$ cat src/logic/ogb_pkg.sv
// shared constants and types of the output serializer gearbox
package ogb_pkg;

    // parallel word from the core
    localparam int unsigned OGB_WORD_W       = 8;
    localparam int unsigned OGB_LEN_W        = 4;
    localparam int unsigned OGB_BUF_DEPTH    = 2;

    // bits sent per word in each mode
    localparam logic [3:0]  OGB_LEN_SEVEN    = 4'h7;
    localparam logic [3:0]  OGB_LEN_EIGHT    = 4'h8;
    localparam logic [3:0]  OGB_LEN_FOUR     = 4'h4;

    // field positions inside the parallel word
    localparam int unsigned OGB_SEVEN_MSB    = 6;
    localparam int unsigned OGB_NIB_LO_LSB   = 0;
    localparam int unsigned OGB_NIB_HI_LSB   = 4;
    localparam int unsigned OGB_NIB_W        = 4;

    // serial line level while nothing is sent
    localparam logic        OGB_IDLE_LEVEL   = 1'b0;
    localparam logic [7:0]  OGB_WORD_RST     = 8'h00;

    // gearbox ratio
    typedef enum logic [1:0] {
        OGB_MODE_SEVEN,
        OGB_MODE_EIGHT,
        OGB_MODE_FOUR
    } ogb_mode_t;

    // state of the transfer and shift stages
    typedef struct packed {
        logic [7:0] xfer;
        logic       xfer_valid;
        logic [3:0] xfer_len;
        logic [7:0] shift;
        logic [3:0] cnt;
        logic       edge_prev;
        logic       q;
        logic       q_active;
    } ogb_core_t;

    localparam ogb_core_t OGB_CORE_RST = '{
        xfer:       OGB_WORD_RST,
        xfer_valid: 1'b0,
        xfer_len:   4'h0,
        shift:      OGB_WORD_RST,
        cnt:        4'h0,
        edge_prev:  1'b0,
        q:          OGB_IDLE_LEVEL,
        q_active:   1'b0
    };

endpackage : ogb_pkg

$ cat src/logic/ogb_stream_if.sv
// word stream between the input buffer and the transfer stage
`timescale 1ns/1ps
interface ogb_stream_if #(
    parameter int unsigned W = 8
);
    logic         valid;
    logic         ready;
    logic [W-1:0] data;

    modport src (output valid, output data, input ready);
    modport snk (input valid, input data, output ready);
endinterface : ogb_stream_if

$ cat src/logic/ogb_gearbox.sv
// output serializer gearbox: parallel core words to one serial pin
//
// Overview of operation
// - core word lanes follow mode and cell
// - word bits leave one by one on q
// - stage one captures core word on clock
// - stage two hands word to edge stage
// - stage three shifts bits out per edge
// - two edge clocks offered, one selected
// - modes seven, eight, or four bits wide
`timescale 1ns/1ps
module ogb_gearbox
    import ogb_pkg::*;
(
    // clock and reset
    input  wire logic             i_clk_sys,
    input  wire logic             i_rst,
    // configuration
    input  wire ogb_mode_t        i_mode,
    input  wire logic             i_third_cell,
    input  wire logic             i_edge_sel,
    // edge clocks, sampled on the system clock
    input  wire logic [1:0]       i_fast_edge_clocks,
    // parallel words from the core
    input  wire logic             i_data_valid,
    input  wire logic [7:0]       i_data,
    output logic                  o_data_ready,
    // serial output toward the pin buffer
    output logic                  o_q,
    output logic                  o_q_active
);

    ogb_stream_if #(.W(OGB_WORD_W)) word_s ();

    ogb_core_t  core_reg;
    ogb_core_t  core_next;
    logic       edge_now;
    logic       edge_seen;
    logic       consume;
    logic       load;
    logic [7:0] word_cut;
    logic [3:0] word_len;

    // stage one: capture core words, back-pressure via ready
    ogb_pair_buf #(
        .W          (OGB_WORD_W)
    ) u_stage1 (
        .i_clk_sys  (i_clk_sys),
        .i_rst      (i_rst),
        .i_valid    (i_data_valid),
        .i_data     (i_data),
        .o_ready    (o_data_ready),
        .out        (word_s)
    );

    // select lanes of the core word for the current mode
    always_comb
    begin
        word_cut = OGB_WORD_RST;
        word_len = OGB_LEN_EIGHT;
        unique case (i_mode)
            OGB_MODE_SEVEN:
            begin
                word_cut[OGB_SEVEN_MSB:0] = word_s.data[OGB_SEVEN_MSB:0];
                word_len                  = OGB_LEN_SEVEN;
            end
            OGB_MODE_EIGHT:
            begin
                word_cut = word_s.data;
                word_len = OGB_LEN_EIGHT;
            end
            OGB_MODE_FOUR:
            begin
                if (i_third_cell)
                begin
                    word_cut[OGB_NIB_W-1:0] = word_s.data[OGB_NIB_HI_LSB +: OGB_NIB_W];
                end
                else
                begin
                    word_cut[OGB_NIB_W-1:0] = word_s.data[OGB_NIB_LO_LSB +: OGB_NIB_W];
                end
                word_len = OGB_LEN_FOUR;
            end
            default:
            begin
                word_cut = OGB_WORD_RST;
                word_len = OGB_LEN_EIGHT;
            end
        endcase
    end

    // edge of the chosen edge clock, both polarities count
    assign edge_now  = i_fast_edge_clocks[i_edge_sel];
    assign edge_seen = edge_now ^ core_reg.edge_prev;
    assign consume   = edge_seen && (core_reg.cnt == 4'h0) && core_reg.xfer_valid;
    assign load      = !core_reg.xfer_valid || consume;
    assign word_s.ready = load;

    // stages two and three
    always_comb
    begin
        core_next           = core_reg;
        core_next.edge_prev = edge_now;
        // stage three: one bit per edge, lsb first
        if (edge_seen)
        begin
            if (core_reg.cnt != 4'h0)
            begin
                core_next.q        = core_reg.shift[0];
                core_next.shift    = {1'b0, core_reg.shift[7:1]};
                core_next.cnt      = core_reg.cnt - 4'h1;
                core_next.q_active = 1'b1;
            end
            else if (core_reg.xfer_valid)
            begin
                core_next.q        = core_reg.xfer[0];
                core_next.shift    = {1'b0, core_reg.xfer[7:1]};
                core_next.cnt      = core_reg.xfer_len - 4'h1;
                core_next.q_active = 1'b1;
            end
            else
            begin
                core_next.q        = OGB_IDLE_LEVEL; // underrun: line idles
                core_next.q_active = 1'b0;
            end
        end
        // stage two: take next word when transfer register frees
        if (load)
        begin
            core_next.xfer_valid = word_s.valid;
            if (word_s.valid)
            begin
                core_next.xfer     = word_cut;
                core_next.xfer_len = word_len;
            end
        end
    end

    // state register
    always_ff @(posedge i_clk_sys)
    begin
        if (i_rst)
        begin
            core_reg <= OGB_CORE_RST;
        end
        else
        begin
            core_reg <= core_next;
        end
    end

    // outputs straight from flops
    assign o_q        = core_reg.q;
    assign o_q_active = core_reg.q_active;

endmodule : ogb_gearbox

$ cat src/logic/ogb_pair_buf.sv
// two-entry word buffer with valid and ready on both sides
`timescale 1ns/1ps
module ogb_pair_buf
    import ogb_pkg::*;
#(
    parameter int unsigned W = OGB_WORD_W
) (
    // clock and reset
    input  wire logic         i_clk_sys,
    input  wire logic         i_rst,
    // filling side
    input  wire logic         i_valid,
    input  wire logic [W-1:0] i_data,
    output logic              o_ready,
    // draining side
    ogb_stream_if.src         out
);

    typedef struct packed {
        logic [1:0][W-1:0] mem;
        logic              wr;
        logic              rd;
        logic [1:0]        count;
        logic              in_ready;
    } ogb_buf_state_t;

    ogb_buf_state_t st_reg;
    ogb_buf_state_t st_next;
    logic           push;
    logic           pop;

    // head entry and fill handshake
    assign out.valid = (st_reg.count != 2'h0);
    assign out.data  = st_reg.mem[st_reg.rd];
    assign o_ready   = st_reg.in_ready;
    assign push      = i_valid && st_reg.in_ready;
    assign pop       = out.valid && out.ready;

    // pointer and count update
    always_comb
    begin
        st_next = st_reg;
        if (push)
        begin
            st_next.mem[st_reg.wr] = i_data;
            st_next.wr             = ~st_reg.wr;
        end
        if (pop)
        begin
            st_next.rd = ~st_reg.rd;
        end
        st_next.count    = st_reg.count + {1'b0, push} - {1'b0, pop};
        st_next.in_ready = (st_next.count != 2'(OGB_BUF_DEPTH)); // stall when full
    end

    // state register
    always_ff @(posedge i_clk_sys)
    begin
        if (i_rst)
        begin
            st_reg <= '{mem: '0, wr: 1'b0, rd: 1'b0, count: 2'h0, in_ready: 1'b0};
        end
        else
        begin
            st_reg <= st_next;
        end
    end

endmodule : ogb_pair_buf

$ cat config.mk
export PLATFORM = sky130hd
export DESIGN_NAME = ogb_gearbox
export DESIGN_NICKNAME = d
export VERILOG_FILES = /design/src/logic/ogb_pkg.sv /design/src/logic/ogb_stream_if.sv /design/src/logic/ogb_gearbox.sv /design/src/logic/ogb_pair_buf.sv
export SDC_FILE = /design/constraint.sdc
export NUM_CORES = 1
export LEC_CHECK = 0
export BUFFER_PORTS_ARGS = -buffer_cell sky130_fd_sc_hd__buf_2
export CELL_PAD_IN_SITES_DETAIL_PLACEMENT = 1
export CELL_PAD_IN_SITES_GLOBAL_PLACEMENT = 2
export CORE_ASPECT_RATIO = 0.9
export CORE_MARGIN = 8
export CORE_UTILIZATION = 35
export CTS_CLUSTER_SIZE = 30
export DETAILED_ROUTE_END_ITERATION = 6
export PLACE_DENSITY = 0.87
export SLEW_MARGIN = 5
export SYNTH_ARGS = -nofsm -noshare
export SYNTH_HDL_FRONTEND = slang
export SYNTH_SLANG_ARGS = --single-unit
$ cat constraint.sdc
create_clock -name i_clk_sys -period 2.7 [get_ports i_clk_sys]
set_clock_uncertainty 0.1 [all_clocks]
set_input_delay 0.135 -clock i_clk_sys [delete_from_list [all_inputs] [get_ports i_clk_sys]]
set_output_delay 0.135 -clock i_clk_sys [all_outputs]
set_load 0.005 [all_outputs]
# Word level (Yosys, flattened, before mapping)
# Cells that the tools add are included.
# classes
n_shift	0
order_cmp	4
addsub	4
reduce_logical	15
n_eq_ne	3
muxes	16
bitwise_logic	3
n_div	0
n_mul	0
# op_table
cell	n
$mux 12	2
$mux 8	3
$bwmux 16	1
$pmux 4 s2	2
$demux 8 s1	1
$sub 4x1->4 const B	2
$lt 1x2->1 const B	3
$logic_and 1x1->1	5
$logic_not 4->1	1
$mux 2	2
$mux 4	1
$reduce_and 2->1	2
$reduce_bool 2->1	2
$reduce_bool 4->1	1
$mux 1	3
$mux 3	1
$add 2x1->2	1
$eq 2x1->1 const B	1
$eq 2x2->1 const B	1
$logic_not 2->1	1
$ne 2x2->1 const B	1
$not 1->1	2
$reduce_or 2->1	1
$sub 2x1->2	1
4 further kinds	4
# totals
memories	0
reg_bits	49
mem_bits_rw	0
wordCells	59
latch_bits	0
in_bits	17
output_inout_bits	3
mem_bits_ro	0

# Depth between registers and ports, before layout
# depth
ltp_word	9
depth_mapped	12

# Hierarchy
# Synthesis repeated with hierarchy kept, for this count alone.
# hier_totals
cells_unflattened	232
area_unflattened_um2	2287.2
# modules_own_cells
mod	cells_each	seq_area_each_um2	area_each_um2	instances
ogb_gearbox	150	520.5	1410.1	1
ogb_pair_buf	82	420.4	877.1	1

# Worst setup path before layout
# Ideal clock, no wire load.
# synth_path
path_kind	reg2reg
start	reg core_reg[4] in the netlist's numbering
end	reg u_stage1.st_reg, in the netlist u_stage1.o_ready
n_path_buf	2
path_stages_with_launch	13
setup_time_ns	0.128
path_slack_ns	0.249
t_arrival_ns	2.224
t_required_ns	2.472
path_cell_list	dfxtp_1 -> buf_6 -> or4_4 -> buf_6 -> a21o_1 -> nor2_1 -> ha_1 -> inv_1 -> ha_1 -> xor2_1 -> xnor2_1 -> nor2_1 -> nor2_1
# synth_between
elab_chain_len	7
# synth_lines
item	line	rtl
start: declaration	ogb_gearbox.sv:35	ogb_core_t core_reg;
start signal: assignment	ogb_gearbox.sv:148	core_reg <= core_next;
$logic_not 4->1	ogb_gearbox.sv:95	assign consume = edge_seen && (core_reg.cnt == 4'h0) && core_reg.xfer_valid;
$logic_and 1x1->1 (2 in a row)	ogb_gearbox.sv:95	
$logic_or 1x1->1	ogb_gearbox.sv:96	assign load = !core_reg.xfer_valid || consume;
$logic_and 1x1->1	ogb_pair_buf.sv:37	assign pop = out.valid && out.ready;
named net u_stage1.pop	ogb_pair_buf.sv:30	logic pop;
$sub 2x1->2	ogb_pair_buf.sv:52	st_next.count = st_reg.count + {1'b0, push} - {1'b0, pop};
$ne 2x2->1	ogb_pair_buf.sv:53	st_next.in_ready = (st_next.count != 2'(OGB_BUF_DEPTH));
end signal: assignment	ogb_pair_buf.sv:61	st_reg <= '{mem: '0, wr: 1'b0, rd: 1'b0, count: 2'h0, in_ready: 1'b0};
end signal: assignment	ogb_pair_buf.sv:65	st_reg <= st_next;
end: declaration	ogb_pair_buf.sv:27	ogb_buf_state_t st_reg;
# The timed path passes the listed nets, and every way through them passes these cells.
# A chain may end at the register's enable or synchronous reset.

# Worst setup path in the final report
# Same ends and word-level chain as after synthesis.

==> results_dict.tcl <==
set metrics [dict create \
    clk_latency_ps 300 \
    postCtsSetupBuffers 0 \
    largest_reg_flops 24 \
    finalSetupViolCount 0 \
    hold_viol 0 \
    netlist_area_sq_um 2080 \
    critPathRequiredTime_ps 2760 \
    total_power_w 0.00242 \
    dr.pass1.iters 4 \
    synth_area_leader_cell "dfxtp_1" \
    ys_seq_elements 47 \
    dieArea_sq_um 8670 \
    p_leak_nw 0.936 \
    dieHeight_um 89.1 \
    finalSetupTns_ps 0 \
    fin_nets 289 \
    drt_iter0_markers 51 \
    cap_violations 0 \
    final_layout_size_suffix_gt1_share_pct 13.3 \
    p_sw_w 0.000947 \
    hold_ws_ps 95.9 \
    critical_path_class "register to register" \
    antennaDiodeCount 0 \
    track_usage_pct 12.3 \
    max-vdd-ir-drop_mv 0.420 \
    synth_mux_area_share_pct 9.69 \
    p_clk_share_pct 17.3 \
    die_w_um 97.3 \
    synth_top_family_by_area "simple AND/OR/NAND/NOR gates" \
    dp.cells 323 \
    outcome "finished clean" \
    viasPerCell 5.22 \
    worst_pin_slew_ps 689 \
    wirelength_um 5160 \
    fin_cells 340 \
    reg2reg_to "u_stage1.o_ready" \
    clock-root-buffer "clkbuf_8" \
    power_density_nw_per_um2 1000 \
    cts_tree "yes" \
    grt_max_degree 37 \
    grt_pass1_wl_um 8760 \
    antenna_found_initial 0 \
    gp_congestion 0.740 \
    syn-num-nets 261 \
    yosys.area_share.adder_pct 1.81 \
    yosysWarnings 0 \
    crit_start "core_reg[4]" \
    multi_input_area_sq_um 1040 \
    areaGrowthSynthToFinish_pct 16.3 \
    nFillCells 685 \
    slew_violations 0 \
    power_frac_comb_pct 40.0 \
    grt_pass1_vias 1821 \
    synth_area_leaders "dfxtp_1 (45%), mux2i_1 (9.1%), a21oi_1 (7.9%), nand2_1 (6.3%), nor2_1 (3.2%)" \
    grt_overflow 0 \
    ff2ff_path_depth 10 \
    start_util_pct 36.3 \
    rsz0062_at_grt "false" \
    seq_area_frac_synth_pct 45.2 \
    r2r_start "core_reg[4]" \
    fmax_mhz 411 \
    yosys.area_share.simple_pct 20.0 \
    crit_fanout 7 \
    worstHoldPathCells 3 \
    postSynthAreaPerCell_sq_um 8.63 \
    relSlewSlack_pct 54.1 \
    ff2ff_setup_slack_ps 270 \
    end_kind "register" \
    clkSlewWorstSetupHoldPaths_ps 90 \
    clock_sinks 47 \
    p_int_w 0.00147 \
    synthXorXnorAreaFrac_pct 2.11 \
    power_frac_seq_pct 42.7 \
    fin_crit_sh_pct 90.1 \
    drc 0 \
    critPathLaunchType "register" \
    syn_inst 241 \
    wl_per_cell_um 15.2 \
    seq_area_sq_um 941 \
    ys_types 35 \
    synth_compound_area_share_pct 16.7 \
    cts_buffers 5 \
    synth_top_area_share_pct 45.2 \
    dp_hpwl_um 3610 \
    ant_nets 0 \
    worst_hold_path_type "input pin to register" \
    fp.coreArea_sq_um 5730 \
    vias 1776 \
    switching_share_pct 39.1 \
    arrival_ps 2490 \
    fin_crit_ps 2430 \
    port_buffers 19 \
    clk_path_buf_depth 2 \
    htreeDepth 2 \
    num_rows 26 \
    io_pins 20 \
    endpoint "u_stage1.o_ready" \
]
==> routing by layer <==
layer | wire length [um] | track usage, %
met1 | 2480 | 15.0
met2 | 2480 | 21.5
met3 | 150 | 2.63
met4 | 53 | 4.12
met5 | 0 | 0
==> layout by cell type, fill, tap and decap left out, drive strengths merged <==
cell type,count
dfxtp,47
nand2,35
a21oi,33
buf,26
mux2i,19
nor2,18
dlygate4sd3,9
o21ai,8
nor3,8
inv,7
a311oi,7
clkbuf,7
nand3,6
or4,5
o22ai,4
nor4b,3
nand2b,3
xnor2,3
ha,3
xor2,2
o32ai,2
a211oi,2
nor4,2
a21o,1
or2,1
mux2,1
o31ai,1
nand4b,1
or3,1
nand3b,1
o21a,1
and2,1
nor2b,1
clkinv,1
==> layout make-up <==
| cell class | count | area share, % |
|---|---|---|
| timing repair buffer | 35 | 9.83 |
| multi-input combinational | 173 | 43.2 |
| clock inverter | 1 | 0.207 |
| clock buffer | 7 | 3.16 |
| sequential | 47 | 38.9 |
| tap | 70 | 3.62 |
| inverter | 7 | 1.09 |
==> synth_stat cells <==
cell type   n
dfxtp_1    47
nand2_1    35
a21oi_1    33
mux2i_1    19
nor2_1     18
clkbuf_1   10
nor3_1      8
o21ai_0     8
a311oi_1    7
inv_1       7
nand3_1     6
o22ai_1     4
or4_1       4
ha_1        3
nand2b_1    3
nor4b_1     3
xnor2_1     3
a211oi_1    2
buf_1       2
buf_6       2
o32ai_1     2
xor2_1      2
a21o_1      1
and2_1      1
mux2_2      1
nand3b_1    1
nand4b_1    1
nor2b_1     1
nor4_1      1
nor4_2      1
o21a_1      1
o31ai_1     1
or2_2       1
or3_1       1
or4_4       1
==> power by group through the flow <==
stage               clock network (W)  registers (W)  logic (W)
finish                       0.000420        0.00103   0.000968
floorplan                           0       0.000972   0.000785
global placement                    0        0.00104   0.000963
global route                 0.000458        0.00106    0.00111
CTS                          0.000429        0.00103   0.000984
detailed placement                  0        0.00105   0.000971
==> worst min path at each step <==
stage | from | endpoint | slack [ps]
global route | i_mode[1] | core_reg[26] | 110
global placement | i_data[4] | u_stage1.st_reg[17] | 280
detailed placement | i_data[7] | u_stage1.st_reg[20] | 290
floorplan | i_mode[0] | core_reg[17] | 130
CTS | i_mode[1] | core_reg[26] | 80
finish | i_mode[1] | core_reg[26] | 100
==> per-stage QoR <==
stage | utilization (%) | instance area, sq um | setup slack, ps
6_report | 42.2 | 2420 | 268
5_1_grt | 42.2 | 2420 | 51.7
4_1_cts | 42.2 | 2420 | 244
3_5_place_dp | 39.2 | 2250 | 269
3_3_place_gp | 39.2 | 2250 | 304
2_1_floorplan | - | 2080 | 249
==> logic make-up after synthesis <==
| family | after synthesis |
|---|---|
| simple gates | 86 |
| flops | 47 |
| mux | 20 |
| xor+xnor | 5 |
| fa+ha+maj | 3 |
| buf+inv | 21 |
| compound gates | 59 |
==> critical path, stage by stage (launching register included) <==
cell     delay (ps)
dfxtp_1         380
or4_4           540
a21o_1          200
nor2_1          190
ha_1            270
inv_1            60
ha_1            150
xor2_1          170
xnor2_1         100
nor2_1           90
nor2_1           50
==> repair_timing <==
action,4_1_cts,5_1_grt
endpoints found under the hold margin,15,0
hold buffers,9,0
endpoints found under the setup margin,0,0
resized for setup,0,0
No activity file was read; power rests on OpenSTA's default activity.
